<file path="config.mk">
export PLATFORM = sky130hd
export DESIGN_NAME = acc_channel
export DESIGN_NICKNAME = d
export VERILOG_FILES = /design/src/shared/acc_pkg.sv /design/src/logic/acc_channel.sv
export VERILOG_INCLUDE_DIRS = /design/src /design/src/shared
export SDC_FILE = /design/constraint.sdc
export NUM_CORES = 1
export LEC_CHECK = 0
export BUFFER_PORTS_ARGS = -buffer_cell sky130_fd_sc_hd__buf_2
export CAP_MARGIN = 20
export CORE_ASPECT_RATIO = 1.2
export CORE_MARGIN = 2
export CORE_UTILIZATION = 45
export DETAILED_ROUTE_END_ITERATION = 10
export GPL_TIMING_DRIVEN = 0
export SETUP_SLACK_MARGIN = 0.05
export SYNTH_ARGS = -nofsm -noshare
export SYNTH_HDL_FRONTEND = slang
export SYNTH_SLANG_ARGS = --single-unit
</file>
<file path="constraint.sdc">
create_clock -name clk -period 9.4 [get_ports clk]
set_input_delay 0.94 -clock clk [delete_from_list [all_inputs] [get_ports clk]]
set_output_delay 0.94 -clock clk [all_outputs]
set_load 0.02 [all_outputs]
</file>
<file path="src/shared/acc_regs.svh">
// register offsets, field positions, reset values and timing counts of the channel control block
`ifndef ACC_REGS_SVH
`define ACC_REGS_SVH
`define ACC_OFS_MUX 8'h01
`define ACC_OFS_IRQ_CTRL 8'h02
`define ACC_OFS_IRQ_FLAGS 8'h03
`define ACC_OFS_VALUE_LOW 8'h04
`define ACC_OFS_VALUE_HIGH 8'h05
`define ACC_OFS_SCAN 8'h06
`define ACC_OFS_CORR 8'h07
`define ACC_OFS_OFFSET_LO 8'h08
`define ACC_OFS_OFFSET_HI 8'h09
`define ACC_OFS_GAIN_LO 8'h0a
`define ACC_OFS_GAIN_HI 8'h0b
`define ACC_RESET_BYTE 8'h00
`define ACC_IRQ_CTRL_MASK 8'h0f
`define ACC_FLAG_MASK 8'h01
`define ACC_CORR_MASK 8'h01
`define ACC_MUX_MASK 8'h7f
`define ACC_NIB_MASK 8'h0f
`define ACC_CORR_LATENCY_CYC 5'h0d
`define ACC_GAIN_UNITY 12'h800
`define ACC_VALUE_MAX 12'hfff
`define ACC_NEG_PAD_GND 3'h5
`define ACC_NEG_INT_GND 3'h7
`define ACC_NEG_HI_PAD_GND 3'h7
`endif

</file>
<file path="src/shared/acc_pkg.sv">
// types of the channel control block
package acc_pkg;
    typedef enum logic [1:0] {
        ACC_SRC_INTERNAL = 2'h0,
        ACC_SRC_SINGLE = 2'h1,
        ACC_SRC_DIFF_LOW = 2'h2,
        ACC_SRC_DIFF_HIGH = 2'h3
    } acc_source_kind_t;
    typedef enum logic [1:0] {
        ACC_COND_COMPLETE = 2'h0,
        ACC_COND_BELOW = 2'h1,
        ACC_COND_RESERVED = 2'h2,
        ACC_COND_ABOVE = 2'h3
    } acc_irq_condition_t;
    typedef enum logic [1:0] {
        ACC_FMT_12_RIGHT = 2'h0,
        ACC_FMT_8 = 2'h1,
        ACC_FMT_12_LEFT = 2'h2,
        ACC_FMT_RESERVED = 2'h3
    } acc_format_t;
    typedef enum logic [2:0] {
        ACC_ST_IDLE = 3'b001,
        ACC_ST_WAIT = 3'b010,
        ACC_ST_DONE = 3'b100
    } acc_state_t;
endpackage

</file>
<file path="src/logic/acc_channel.sv">
// per-channel control of the converter: muxes, interrupt flag, result formatting, scan, correction
`timescale 1ns/10ps
`include "acc_regs.svh"

// Notes on behaviour
// negative select only drives the mux in differential source kinds.
// low-half differential: 0-3 pins 0-3, 5 pad ground, 7 internal ground.
// high-half differential: 0-3 pins 4-7, 7 pad ground.
// condition 00 complete, 01 below threshold, 11 above; 10 reserved.
// non-zero level enables request, raised while flag set.
// flag sets on completion, or in compare mode only on condition met.
// flag clears on vector acknowledge or software writing one.
// 8-bit and right 12-bit: low byte bits 7:0; right 12-bit high nibble bits 11:8.
// left 12-bit: high byte bits 11:4, low upper nibble bits 3:0.
// right 12-bit high nibble sign-extends bit 11 when differential, else zero.
// 8-bit high byte sign-extends bit 7 when signed, else zero.
// reserved bits of control, flag and correction registers read zero.
// scan active when count non-zero; positive mux is setting plus position.
// position increments per conversion, wraps to zero after equalling count.
// scan covers count plus one sources from setting plus position.
// correction enable applies correction and adds thirteen cycles latency.
// free-running with correction pays latency on first conversion only.
// correction disabled delivers the raw result.
// coefficients are ignored while correction is disabled.
// software picks differential kinds only in signed conversion.
// result registers update no later than the flag sets.
module acc_channel (
    input wire logic clk,
    input wire logic nrst,
    input wire logic [7:0] reg_addr,
    input wire logic [7:0] reg_wdata,
    input wire logic reg_wr,
    input wire logic reg_rd,
    output logic [7:0] reg_rdata,
    input wire logic [1:0] source_kind,
    input wire logic signed_conversion_select,
    input wire logic free_running,
    input wire logic [1:0] result_format,
    input wire logic [15:0] compare_value,
    input wire logic conv_done,
    input wire logic [11:0] conv_value,
    input wire logic irq_ack,
    output logic [1:0] irq_req_level,
    output logic [3:0] pos_mux_sel,
    output logic [3:0] neg_mux_sel,
    output logic neg_pad_gnd,
    output logic neg_int_gnd,
    output logic neg_mux_valid,
    output logic result_ready
);
    // software-visible registers and the channel flag
    logic [3:0] positive_input_select_r;
    logic [2:0] negative_input_select_r;
    logic [1:0] irq_condition_r;
    logic [1:0] irq_priority_level_r;
    logic flag_r;
    logic [3:0] scan_position_r;
    logic [3:0] scan_count_r;
    logic correction_enable_r;
    logic [11:0] offset_coef_r;
    logic [11:0] gain_coef_r;

    // result bytes and the captured raw value
    logic [7:0] value_low_r;
    logic [7:0] value_high_r;
    logic [11:0] held_value_r;

    // correction latency sequencer
    logic [4:0] lat_cnt_r;
    logic first_done_r;
    acc_pkg::acc_state_t state_r;

    // value handed to the result bytes
    logic [11:0] corr_value;
    logic [11:0] final_value;

    // delivery strobe and compare outcome
    logic deliver;
    logic cond_met;

    // correction arithmetic
    logic signed [12:0] diff_s;
    logic [23:0] prod;
    logic [12:0] sum_u;

    // bus decode
    logic wr_hit_flags;

    // flip-flops behind the outputs
    logic [1:0] irq_req_level_r;
    logic [3:0] pos_mux_sel_r;
    logic [3:0] neg_mux_sel_r;
    logic neg_pad_gnd_r;
    logic neg_int_gnd_r;
    logic neg_mux_valid_r;
    logic result_ready_r;
    logic [7:0] reg_rdata_r;

    // source kind decode and positive mux sum
    logic differential;
    logic [4:0] pos_sum;

    // differential kinds decide right 12-bit sign extension and negative mux use
    assign differential = (source_kind == acc_pkg::ACC_SRC_DIFF_LOW) || (source_kind == acc_pkg::ACC_SRC_DIFF_HIGH);
    // software clears the flag by writing a one to bit 0
    assign wr_hit_flags = reg_wr && (reg_addr == `ACC_OFS_IRQ_FLAGS) && reg_wdata[0];
    // carry out of bit 3 is dropped on purpose: the mux index wraps modulo 16
    assign pos_sum = {1'b0, positive_input_select_r} + {1'b0, scan_position_r};

    // software-written configuration registers
    always_ff @(posedge clk) begin
        if (!nrst) begin
            positive_input_select_r <= 4'h0;
            negative_input_select_r <= 3'h0;
            irq_condition_r <= 2'h0;
            irq_priority_level_r <= 2'h0;
            scan_count_r <= 4'h0;
            correction_enable_r <= 1'b0;
            offset_coef_r <= 12'h000;
            gain_coef_r <= 12'h000;
        end else if (reg_wr) begin
            case (reg_addr)
                `ACC_OFS_MUX: begin
                    positive_input_select_r <= reg_wdata[6:3];
                    negative_input_select_r <= reg_wdata[2:0];
                end
                `ACC_OFS_IRQ_CTRL: begin
                    irq_condition_r <= reg_wdata[3:2];
                    irq_priority_level_r <= reg_wdata[1:0];
                end
                `ACC_OFS_SCAN: scan_count_r <= reg_wdata[3:0];
                `ACC_OFS_CORR: correction_enable_r <= reg_wdata[0];
                `ACC_OFS_OFFSET_LO: offset_coef_r[7:0] <= reg_wdata;
                `ACC_OFS_OFFSET_HI: offset_coef_r[11:8] <= reg_wdata[3:0];
                `ACC_OFS_GAIN_LO: gain_coef_r[7:0] <= reg_wdata;
                `ACC_OFS_GAIN_HI: gain_coef_r[11:8] <= reg_wdata[3:0];
                default: begin
                end
            endcase
        end
    end

    // offset and gain correction: (value - offset) * gain / 2048, saturated
    always_comb begin
        diff_s = $signed({1'b0, held_value_r}) - $signed({1'b0, offset_coef_r});
        prod = 24'h000000;
        sum_u = 13'h0000;
        if (diff_s < 0) begin
            corr_value = 12'h000;
        end else begin
            prod = 24'(diff_s[11:0]) * 24'(gain_coef_r);
            sum_u = prod[23:11];
            corr_value = (sum_u > 13'(`ACC_VALUE_MAX)) ? `ACC_VALUE_MAX : sum_u[11:0];
        end
        final_value = correction_enable_r ? corr_value : held_value_r;
    end

    // correction latency sequencer; raw path delivers in the capture cycle's follower
    always_ff @(posedge clk) begin
        if (!nrst) begin
            state_r <= acc_pkg::ACC_ST_IDLE;
            lat_cnt_r <= 5'h00;
            held_value_r <= 12'h000;
            first_done_r <= 1'b0;
        end else begin
            if (!free_running) begin
                first_done_r <= 1'b0;
            end
            case (state_r)
                acc_pkg::ACC_ST_IDLE: begin
                    if (conv_done) begin
                        held_value_r <= conv_value;
                        if (correction_enable_r && !(free_running && first_done_r)) begin
                            lat_cnt_r <= `ACC_CORR_LATENCY_CYC;
                            state_r <= acc_pkg::ACC_ST_WAIT;
                        end else begin
                            state_r <= acc_pkg::ACC_ST_DONE;
                        end
                    end
                end
                acc_pkg::ACC_ST_WAIT: begin
                    lat_cnt_r <= lat_cnt_r - 5'h01;
                    if (lat_cnt_r == 5'h01) begin
                        state_r <= acc_pkg::ACC_ST_DONE;
                    end
                end
                acc_pkg::ACC_ST_DONE: begin
                    state_r <= acc_pkg::ACC_ST_IDLE;
                    if (free_running && correction_enable_r) begin
                        first_done_r <= 1'b1;
                    end
                end
                default: state_r <= acc_pkg::ACC_ST_IDLE;
            endcase
        end
    end

    // one-cycle strobe towards flag, result bytes and ready pulse
    assign deliver = (state_r == acc_pkg::ACC_ST_DONE);

    // compare against threshold in the number format of the conversion
    always_comb begin
        case (irq_condition_r)
            acc_pkg::ACC_COND_COMPLETE: cond_met = 1'b1;
            acc_pkg::ACC_COND_BELOW: begin
                if (signed_conversion_select) begin
                    cond_met = $signed({{4{final_value[11]}}, final_value}) < $signed(compare_value);
                end else begin
                    cond_met = {4'h0, final_value} < compare_value;
                end
            end
            acc_pkg::ACC_COND_ABOVE: begin
                if (signed_conversion_select) begin
                    cond_met = $signed({{4{final_value[11]}}, final_value}) > $signed(compare_value);
                end else begin
                    cond_met = {4'h0, final_value} > compare_value;
                end
            end
            default: cond_met = 1'b0; // reserved code never fires
        endcase
    end

    // channel interrupt flag: set wins over acknowledge and write-one clear
    always_ff @(posedge clk) begin
        if (!nrst) begin
            flag_r <= 1'b0;
        end else if (deliver && cond_met) begin
            flag_r <= 1'b1;
        end else if (irq_ack || wr_hit_flags) begin
            flag_r <= 1'b0;
        end
    end

    // result byte formatting, written in the same edge the flag sets
    always_ff @(posedge clk) begin
        if (!nrst) begin
            value_low_r <= `ACC_RESET_BYTE;
            value_high_r <= `ACC_RESET_BYTE;
        end else if (deliver) begin
            case (result_format)
                acc_pkg::ACC_FMT_12_LEFT: begin
                    value_high_r <= final_value[11:4];
                    value_low_r <= {final_value[3:0], 4'h0};
                end
                acc_pkg::ACC_FMT_8: begin
                    value_low_r <= final_value[7:0];
                    value_high_r <= signed_conversion_select ? {8{final_value[7]}} : 8'h00;
                end
                default: begin
                    value_low_r <= final_value[7:0];
                    value_high_r <= {(differential ? {4{final_value[11]}} : 4'h0), final_value[11:8]};
                end
            endcase
        end
    end

    // scan position advance and wrap
    always_ff @(posedge clk) begin
        if (!nrst) begin
            scan_position_r <= 4'h0;
        end else if (reg_wr && reg_addr == `ACC_OFS_SCAN) begin
            scan_position_r <= reg_wdata[7:4];
        end else if (conv_done) begin
            if (scan_count_r == 4'h0) begin
                scan_position_r <= 4'h0;
            end else if (scan_position_r == scan_count_r) begin
                scan_position_r <= 4'h0;
            end else begin
                scan_position_r <= scan_position_r + 4'h1;
            end
        end
    end

    // positive mux selection: setting plus scan position
    always_ff @(posedge clk) begin
        if (!nrst) begin
            pos_mux_sel_r <= 4'h0;
        end else begin
            pos_mux_sel_r <= pos_sum[3:0];
        end
    end

    // negative mux selection towards the analog front end
    always_ff @(posedge clk) begin
        if (!nrst) begin
            neg_mux_sel_r <= 4'h0;
            neg_pad_gnd_r <= 1'b0;
            neg_int_gnd_r <= 1'b0;
            neg_mux_valid_r <= 1'b0;
        end else begin
            neg_mux_sel_r <= 4'h0;
            neg_pad_gnd_r <= 1'b0;
            neg_int_gnd_r <= 1'b0;
            neg_mux_valid_r <= 1'b0;
            case (source_kind)
                acc_pkg::ACC_SRC_DIFF_LOW: begin
                    if (!negative_input_select_r[2]) begin
                        neg_mux_sel_r <= {2'h0, negative_input_select_r[1:0]};
                        neg_mux_valid_r <= 1'b1;
                    end else if (negative_input_select_r == `ACC_NEG_PAD_GND) begin
                        neg_pad_gnd_r <= 1'b1;
                        neg_mux_valid_r <= 1'b1;
                    end else if (negative_input_select_r == `ACC_NEG_INT_GND) begin
                        neg_int_gnd_r <= 1'b1;
                        neg_mux_valid_r <= 1'b1;
                    end
                end
                acc_pkg::ACC_SRC_DIFF_HIGH: begin
                    if (!negative_input_select_r[2]) begin
                        neg_mux_sel_r <= {2'h1, negative_input_select_r[1:0]};
                        neg_mux_valid_r <= 1'b1;
                    end else if (negative_input_select_r == `ACC_NEG_HI_PAD_GND) begin
                        neg_pad_gnd_r <= 1'b1;
                        neg_mux_valid_r <= 1'b1;
                    end
                end
                default: begin
                end
            endcase
        end
    end

    // interrupt request at the programmed level while the flag stands
    always_ff @(posedge clk) begin
        if (!nrst) begin
            irq_req_level_r <= 2'h0;
        end else begin
            irq_req_level_r <= flag_r ? irq_priority_level_r : 2'h0;
        end
    end

    // completion strobe, rises with the result bytes
    always_ff @(posedge clk) begin
        if (!nrst) begin
            result_ready_r <= 1'b0;
        end else begin
            result_ready_r <= deliver;
        end
    end

    // read port, data one cycle after the strobe, reserved bits zero
    always_ff @(posedge clk) begin
        if (!nrst) begin
            reg_rdata_r <= `ACC_RESET_BYTE;
        end else if (reg_rd) begin
            case (reg_addr)
                `ACC_OFS_MUX: reg_rdata_r <= {1'b0, positive_input_select_r, negative_input_select_r};
                `ACC_OFS_IRQ_CTRL: reg_rdata_r <= {4'h0, irq_condition_r, irq_priority_level_r};
                `ACC_OFS_IRQ_FLAGS: reg_rdata_r <= {7'h00, flag_r};
                `ACC_OFS_VALUE_LOW: reg_rdata_r <= value_low_r;
                `ACC_OFS_VALUE_HIGH: reg_rdata_r <= value_high_r;
                `ACC_OFS_SCAN: reg_rdata_r <= {scan_position_r, scan_count_r};
                `ACC_OFS_CORR: reg_rdata_r <= {7'h00, correction_enable_r};
                `ACC_OFS_OFFSET_LO: reg_rdata_r <= offset_coef_r[7:0];
                `ACC_OFS_OFFSET_HI: reg_rdata_r <= {4'h0, offset_coef_r[11:8]};
                `ACC_OFS_GAIN_LO: reg_rdata_r <= gain_coef_r[7:0];
                `ACC_OFS_GAIN_HI: reg_rdata_r <= {4'h0, gain_coef_r[11:8]};
                default: reg_rdata_r <= `ACC_RESET_BYTE;
            endcase
        end else begin
            reg_rdata_r <= `ACC_RESET_BYTE;
        end
    end

    // outputs straight from their flip-flops
    assign reg_rdata = reg_rdata_r;
    assign irq_req_level = irq_req_level_r;
    assign pos_mux_sel = pos_mux_sel_r;
    assign neg_mux_sel = neg_mux_sel_r;
    assign neg_pad_gnd = neg_pad_gnd_r;
    assign neg_int_gnd = neg_int_gnd_r;
    assign neg_mux_valid = neg_mux_valid_r;
    assign result_ready = result_ready_r;
endmodule // acc_channel

</file>
### After elaboration in Yosys (flattened, before gate mapping)

Index checks and enable logic that the tools add are counted.

* register bits: 104
* bits of input ports: 56
* output and inout bits: 22
* logic and storage cells: 135

* add/subtract/negate cells: 4
* $mul: 1
* order comparisons: 6
* equality and inequality tests: 27
* multiplexer cells: 39
* bitwise gates (word level): 3
* reductions and logical operators: 29

Operator list (number)
* 8-bit case mux with 11 select lines: 1
* 12-bit two-way mux: 3
* 8-bit by 3-bit equality test with 1-bit output (second input constant): 4
* 8-bit by 4-bit equality test with 1-bit output (second input constant): 4
* 12-bit by 16-bit > comparator with 1-bit output: 2
* 12-bit by 16-bit less-than comparator with 1-bit output: 2
* 12-bit by 12-bit multiplier with 24-bit output: 1
* 2-bit AND reduction: 12
* 4-bit two-way mux: 5
* 8-bit by 2-bit equality test with 1-bit output (second input constant): 2
* 8-bit two-way mux: 2
* 8-bit case mux with 2 select lines: 1
* 1-bit two-way mux: 14
* 13-bit by 12-bit > comparator with 1-bit output (second input constant): 1
* 13-bit by 1-bit less-than comparator with 1-bit output (second input constant): 1
* 12-bit by 12-bit subtractor with 13-bit output: 1
* 3-bit two-way mux: 4
* 3-bit case mux with 2 select lines: 2
* 5-bit two-way mux: 2
* 5-bit case mux with 2 select lines: 1
* 3-bit equality test (second input constant): 3
* 2-bit equality test (second input constant): 4
* 8-bit by 1-bit equality test with 1-bit output (second input constant): 1
* 1-bit logical AND: 7
* other kinds (20): 29

### Longest topological paths before layout

* depth in word-level cells: 11
* mapped depth: 39
* mapped depth without buffers: 37

### Worst setup path before layout

No wires, ideal clock.

* path kind: reg-to-reg
* from: register offset_coef_r[1]
* to: register flag_r
* library setup time: 106 ps
* arrival: 8235 ps
* required time: 9294 ps
* setup slack: 1059 ps
* stages on the path, launching flop included: 38
* buffers on the path: 2
* clock period less this slack: 8341 ps
* cell sequence: dfxtp_1 > inv_1 > ha_1 > nor2b_1 > o21ai_0 > a21boi_0 > o21a_1 > o21ai_0 > nor2b_1 > o211a_1 > xnor2_1 > clkbuf_1 > nand2_1 > fa_1 > fa_1 > inv_1 > fa_1 > fa_1 > (+2 left out) > inv_1 > ha_1 > a211oi_4 > a21oi_2 > o21ai_2 > a41oi_4 > a31o_2 > buf_6 > o21ai_0 > o21ai_0 > or2_2 > ha_1 > a21o_1 > a21oi_1 > nor2b_1 > a2111oi_0 > o22ai_1 > o311ai_0

* word-level cells in the longest chain between the ends: 11
* elaborated cells between the ends (all ways): 17
* classes of those cells: add/sub (1); mul (1); order compare (6); mux (7); reduce/logical (2)

RTL lines
* start, declared: line acc_channel.sv:60 `logic [11:0] offset_coef_r;`
* start signal, assigned: line acc_channel.sv:133 `` `ACC_OFS_OFFSET_LO: offset_coef_r[7:0] <= reg_wdata; ``
* 12-bit by 12-bit subtractor with 13-bit output *: line acc_channel.sv:145 `diff_s = $signed({1'b0, held_value_r}) - $signed({1'b0, offset_coef_r});`
* 12-bit by 12-bit multiplier with 24-bit output: line acc_channel.sv:151 `prod = 24'(diff_s[11:0]) * 24'(gain_coef_r);`
* 13-bit by 12-bit > comparator with 1-bit output: line acc_channel.sv:153 `` corr_value = (sum_u > 13'(`ACC_VALUE_MAX)) ? `ACC_VALUE_MAX : sum_u[11:0]; ``
* 12-bit two-way mux: line acc_channel.sv:153
* 12-bit two-way mux *: line acc_channel.sv:148 `if (diff_s < 0) begin`
* 12-bit two-way mux *: line acc_channel.sv:155 `final_value = correction_enable_r ? corr_value : held_value_r;`
* 12-bit by 16-bit > comparator with 1-bit output (tied with other cells): line acc_channel.sv:216 `cond_met = {4'h0, final_value} > compare_value;`
* 1-bit two-way mux (on tied branches): line acc_channel.sv:213, acc_channel.sv:206
* 1-bit case mux with 3 select lines *: line acc_channel.sv:203 `case (irq_condition_r)`
* 1-bit logical AND *: line acc_channel.sv:227 `end else if (deliver && cond_met) begin`
* 1-bit two-way mux / 2-bit nonzero test (equally long branches)
* end signal, assigned: line acc_channel.sv:226 `flag_r <= 1'b0;`
* end signal, assigned: line acc_channel.sv:228 `flag_r <= 1'b1;`
* end signal, assigned: line acc_channel.sv:230 `flag_r <= 1'b0;`
* end, declared: line acc_channel.sv:56 `logic flag_r;`

Mark *: on every way between the ends. The rest lies on a longest branch, timed or not.
A chain may end at the register's enable or synchronous reset.

### Final worst setup path

* from: register held_value_r[0]
* to: register flag_r

* word-level cells in the longest chain between the ends: 11
* elaborated cells between the ends (all ways): 17
* classes of those cells: add/sub (1); mul (1); order compare (6); mux (7); reduce/logical (2)

RTL lines
* start, declared: line acc_channel.sv:66 `logic [11:0] held_value_r;`
* start signal, assigned: line acc_channel.sv:172 `held_value_r <= conv_value;`
* 12-bit by 12-bit subtractor with 13-bit output: line acc_channel.sv:145
* 12-bit by 12-bit multiplier with 24-bit output: line acc_channel.sv:151
* 13-bit by 12-bit > comparator with 1-bit output: line acc_channel.sv:153
* 12-bit two-way mux: line acc_channel.sv:153
* 12-bit two-way mux: line acc_channel.sv:148
* 12-bit two-way mux *: line acc_channel.sv:155
* 12-bit by 16-bit > comparator with 1-bit output (tied with other cells): line acc_channel.sv:216
* 1-bit two-way mux (on tied branches): line acc_channel.sv:213, acc_channel.sv:206
* 1-bit case mux with 3 select lines *: line acc_channel.sv:203
* 1-bit logical AND *: line acc_channel.sv:227
* 1-bit two-way mux / 2-bit nonzero test (equally long branches)

Marked as above.

==> impl_results.md <==
* Status: complete, no violations
* Cell Count, Final, Fillers Out at 1702
* Clock Skew at 0.00896 ns
* Area used by multi-input combinational logic at 7670 sq um
* CTS tree: done
* Syn. warnings at 0
* Type of the most critical hold path: reg -> reg
* Placed Instance Area at around 11000 sq um
* Pins over their slew limit at 0
* FFs w/ async S/R, synth at 0%
* Chip Height at 171 um
* Post-placement setup slack at -0.632 ns
* CP endpoint kind: flop
* Post-route minimum period at 8.90 ns
* Clock tree buffer depth at 2
* Final GP Congestion at 0.890
* Wire length of the first global-routing pass at between 40000 and 50000 um
* Synthesized-area fraction occupied by xor and xnor cells at 2.09%
* Non-Filler Cell Area, Final at 11800 sq um
* Power consumption at 0.00105 W
* Worst skew pair latency at 0.35 ns
* Largest stage delay on the critical path at 0.55 ns
* Final setup margin at 0.500 ns
* DPL Wire Length at 24400 um
* Syn nets at 1531
* Max-cap violations at 0
* Clock sink total at 103
* TritonCTS buffer count at 9
* Number of global-route vias before repair at 9279
* Proportion of layout cells with a drive suffix above 1 at 11.7%
* Distinct cells, synth at 73
* Sort of element at the start of the critical path: flop
* Total overflow reported by the global router at 0
* Antenna Violating Nets Remaining at 0
* Largest family of logic cells by synthesized area: adder cells
* Effective utilization at floorplan at between 40% and 50%
* Maximum ir drop on the vdd rail at ~100 uV
* Upper clock frequency limit at 0.112 GHz
* Lkg Pwr at around 5.5 nW
* Data required time of the critical path at 9.65 ns
* Post-synthesis average cell area at 8.19 sq um
* Primary FF master, synth: sky130_fd_sc_hd__dfxtp_1
* Portion of the post-synthesis area used by sequential elements at 19.7%
* Biggest fanout along the worst timing path at 9
* DRC violations left at 0
* Die outline width at 143 um
* Metal3 WL at 1250 um
* CP max stage cell: sky130_fd_sc_hd__fa_1
* Ratio of total power to cell area at around 89 nW/um^2
* Multiplexer area fraction after synthesis at 3.04%
* Post-synth EDFFs at 0
* Sum of routed wire segments on met1 at 12700 um
* Total instance count after detailed placement at ~1700
* Clock Pin Slew Worst Setup and Hold Paths at roughly 0.07 ns
* Routed wire per std cell at 17.8 um
* RSZ-0062 raised after global routing: no
* Top layer reached by signal wires: met4
* Cell Area, Synth at 10500 sq um
* Share of the clock period used by the worst path at ~95%
* Storage cell area at 2060 sq um
* Slew at the pin with the worst max-slew slack at 0.958 ns
* Number of vias per cell at roughly 5.5
* Setup violators final at 0
* Count of hold buffers inserted by post-cts repair at 0
* Synthesized-area fraction occupied by and/or/nand/nor cells at a little over a fifth
* Root buf cell: sky130_fd_sc_hd__clkbuf_16
* Via count at 9353
* Compound-Gate Fraction of Synth Area at 15.3%
* Number of hold violations in the final report at 0
* Num ports at 78
* Count of fill cells added during filler insertion at 2298
* Worst slew margin relative to its limit at 35.6%
* Class of the most critical setup path: reg -> reg
* Total number of H-tree levels at 3
* Final routed wirelength across all metal layers at 30400 um
* Pin count of the biggest net entering global routing at 17
* DR pass1 iterations at 7
* Post-layout net count at 1633
* Register bit count reported by yosys at 103
* Number of rows in the core area at 61
* Combined global-route utilization of all metal layers at 25.2%
* Violation count after the first detailed-routing iteration at between 600 and 700
* Initial antenna violation count at 0
* DIE AREA at 24500 sq um
* Routed wl met2 at 15300 um
* Inserted Diodes at 0
* Syn Inst Count at 1280
* Buffers on Ports at 74
* Area share of fa/ha/maj cells after synthesis at 30.5%
* Area growth syn-to-layout at 12.5%
* Worst EP arrival at around 9.2 ns
* Area of the core at 23000 sq um
* Final Core Density at 51.2%
==> critical path, delay by kind of cell (launching register included) <==
kind	cells	cell delay, ns
buffers and inverters	8	0.78
adders and majority gates	9	3.79
and+or+nand+nor	3	0.30
AOI/OAI and AO/OA	15	3.37
xor gates and xnor gates	1	0.20
DFF	1	0.33
==> cell usage after synthesis, types with 7 or more instances <==
| cell type | number | area, sq um |
|---|---|---|
| sky130_fd_sc_hd__nand2_1 | 199 | 747 |
| sky130_fd_sc_hd__inv_1 | 162 | 608 |
| sky130_fd_sc_hd__dfxtp_1 | 103 | 2060 |
| sky130_fd_sc_hd__fa_1 | 101 | 2020 |
| sky130_fd_sc_hd__ha_1 | 94 | 1180 |
| sky130_fd_sc_hd__a21oi_1 | 92 | 460 |
| sky130_fd_sc_hd__nor2_1 | 59 | 221 |
| sky130_fd_sc_hd__and2_1 | 58 | 363 |
| sky130_fd_sc_hd__clkbuf_1 | 57 | 214 |
| sky130_fd_sc_hd__nand3_1 | 48 | 240 |
| sky130_fd_sc_hd__o21ai_0 | 35 | 175 |
| sky130_fd_sc_hd__nand2b_1 | 27 | 169 |
| sky130_fd_sc_hd__mux2i_1 | 24 | 240 |
| sky130_fd_sc_hd__nor3_1 | 16 | 80.1 |
| sky130_fd_sc_hd__xnor2_1 | 16 | 140 |
| sky130_fd_sc_hd__nor2b_1 | 15 | 93.8 |
| sky130_fd_sc_hd__a22oi_1 | 11 | 82.6 |
| sky130_fd_sc_hd__a211oi_1 | 10 | 75.1 |
| sky130_fd_sc_hd__and3_1 | 10 | 62.6 |
| sky130_fd_sc_hd__nand4_1 | 10 | 62.6 |
| sky130_fd_sc_hd__xor2_1 | 9 | 78.8 |
| sky130_fd_sc_hd__a21o_1 | 8 | 60.1 |
| sky130_fd_sc_hd__mux2_2 | 7 | 78.8 |
| sky130_fd_sc_hd__nor3b_1 | 7 | 52.6 |
==> registers in the layout (all words and copies together), names as in the netlist, 2 cells and up <==
signal / flops
pos_mux_sel: 4
offset_coef_r: 12
lat_cnt_r: 5
held_value_r: 12
reg_rdata: 8
positive_input_select_r: 4
irq_priority_level_r: 2
state_r: 3
scan_count_r: 4
value_low_r: 8
irq_req_level: 2
value_high_r: 8
scan_position_r: 4
neg_mux_sel: 3
negative_input_select_r: 3
irq_condition_r: 2
gain_coef_r: 12
==> power by group <==
part           internal [W]  switching (W)  leakage [nW]
Sequential         0.000443     0.00000742         0.833
Combinational     0.0000809       0.000135          4.48
Clock              0.000214       0.000170         0.146
Total              0.000738       0.000312          5.46
==> area by class of cell <==
cell class	instances	share of cell area (%)
inverter	163	5.19
clock buffer	11	2.06
clock inverter	5	0.477
buffer	60	2.17
sequential	103	17.5
tap	315	3.34
timing repair buffer	92	4.29
multi-input combinational	953	65.0
==> layer usage <==
metal,global-route usage [%],vias up
met1,31.3,4569
met4,9.68,0
met5,0,-
met2,45.4,269
met3,2.17,55
li1,-,4460
==> final timing paths <==
kind / start / endpoint / slack (ns) / cells past startpoint
hold / removal: value_low_r[3] / value_low_r[3] / 0.46 / 2
setup reg to reg: held_value_r[0] / flag_r / 0.50 / 36
setup / recovery: held_value_r[0] / flag_r / 0.50 / 36
hold reg to reg: value_low_r[3] / value_low_r[3] / 0.46 / 2
==> repair_timing <==
action                                  4_1_cts  5_1_grt
pin swaps                                     3        6
resized for setup                            16       29
buffers inserted                              4       14
endpoints found under the setup margin        1        1
==> per-stage QoR <==
stage | hold slack (ns) | TNS (ns)
floorplan | 0.431 | 0
global placement | 0.449 | -0.537
detailed placement | 0.456 | -0.632
CTS | 0.465 | 0
global route | 0.492 | 0
finish | 0.465 | 0
==> cells by family (layout without fill, tap and decap cells) <==
group / Yosys count / after routing
AO/OA/AOI/OAI: 233 / 233
XOR/XNOR: 25 / 25
adder cells (fa/ha/maj): 195 / 195
buffers and inverters: 224 / 331
flip-flops: 103 / 103
multiplexers: 31 / 31
other: 1 / 1
AND/OR/NAND/NOR: 468 / 468
==> cell usage in the layout (no fill, tap or decap), types with 3 or more instances in the layout <==
| master | instances |
|---|---|
| sky130_fd_sc_hd__a221oi_1 | 5 |
| sky130_fd_sc_hd__o211ai_1 | 4 |
| sky130_fd_sc_hd__nand2b_1 | 27 |
| sky130_fd_sc_hd__inv_1 | 162 |
| sky130_fd_sc_hd__buf_2 | 76 |
| sky130_fd_sc_hd__a211o_1 | 6 |
| sky130_fd_sc_hd__fa_1 | 101 |
| sky130_fd_sc_hd__o221ai_1 | 3 |
| sky130_fd_sc_hd__or3_1 | 4 |
| sky130_fd_sc_hd__buf_4 | 20 |
| sky130_fd_sc_hd__nand2_1 | 199 |
| sky130_fd_sc_hd__a22oi_1 | 11 |
| sky130_fd_sc_hd__a211oi_1 | 8 |
| sky130_fd_sc_hd__o21ai_0 | 30 |
| sky130_fd_sc_hd__ha_1 | 92 |
| sky130_fd_sc_hd__a21o_1 | 8 |
| sky130_fd_sc_hd__and2_1 | 58 |
| sky130_fd_sc_hd__nor2_1 | 59 |
| sky130_fd_sc_hd__mux2_2 | 7 |
| sky130_fd_sc_hd__o21ai_1 | 5 |
| sky130_fd_sc_hd__nor4_1 | 6 |
| sky130_fd_sc_hd__a21oi_1 | 92 |
| sky130_fd_sc_hd__nand3_1 | 48 |
| sky130_fd_sc_hd__a222oi_1 | 4 |
| sky130_fd_sc_hd__nor2b_1 | 14 |
| sky130_fd_sc_hd__o2bb2ai_1 | 3 |
| sky130_fd_sc_hd__dfxtp_1 | 101 |
| sky130_fd_sc_hd__a31oi_1 | 5 |
| sky130_fd_sc_hd__clkbuf_2 | 3 |
| sky130_fd_sc_hd__clkbuf_1 | 51 |
| sky130_fd_sc_hd__nand4_1 | 10 |
| sky130_fd_sc_hd__mux2i_1 | 23 |
| sky130_fd_sc_hd__xnor2_1 | 15 |
| sky130_fd_sc_hd__clkbuf_16 | 9 |
| sky130_fd_sc_hd__o21a_1 | 6 |
| sky130_fd_sc_hd__and3_1 | 10 |
| sky130_fd_sc_hd__nor3_1 | 15 |
| sky130_fd_sc_hd__o21ai_2 | 3 |
| sky130_fd_sc_hd__nor3b_1 | 7 |
| sky130_fd_sc_hd__xor2_1 | 9 |
(Power assumes the default switching activity.)
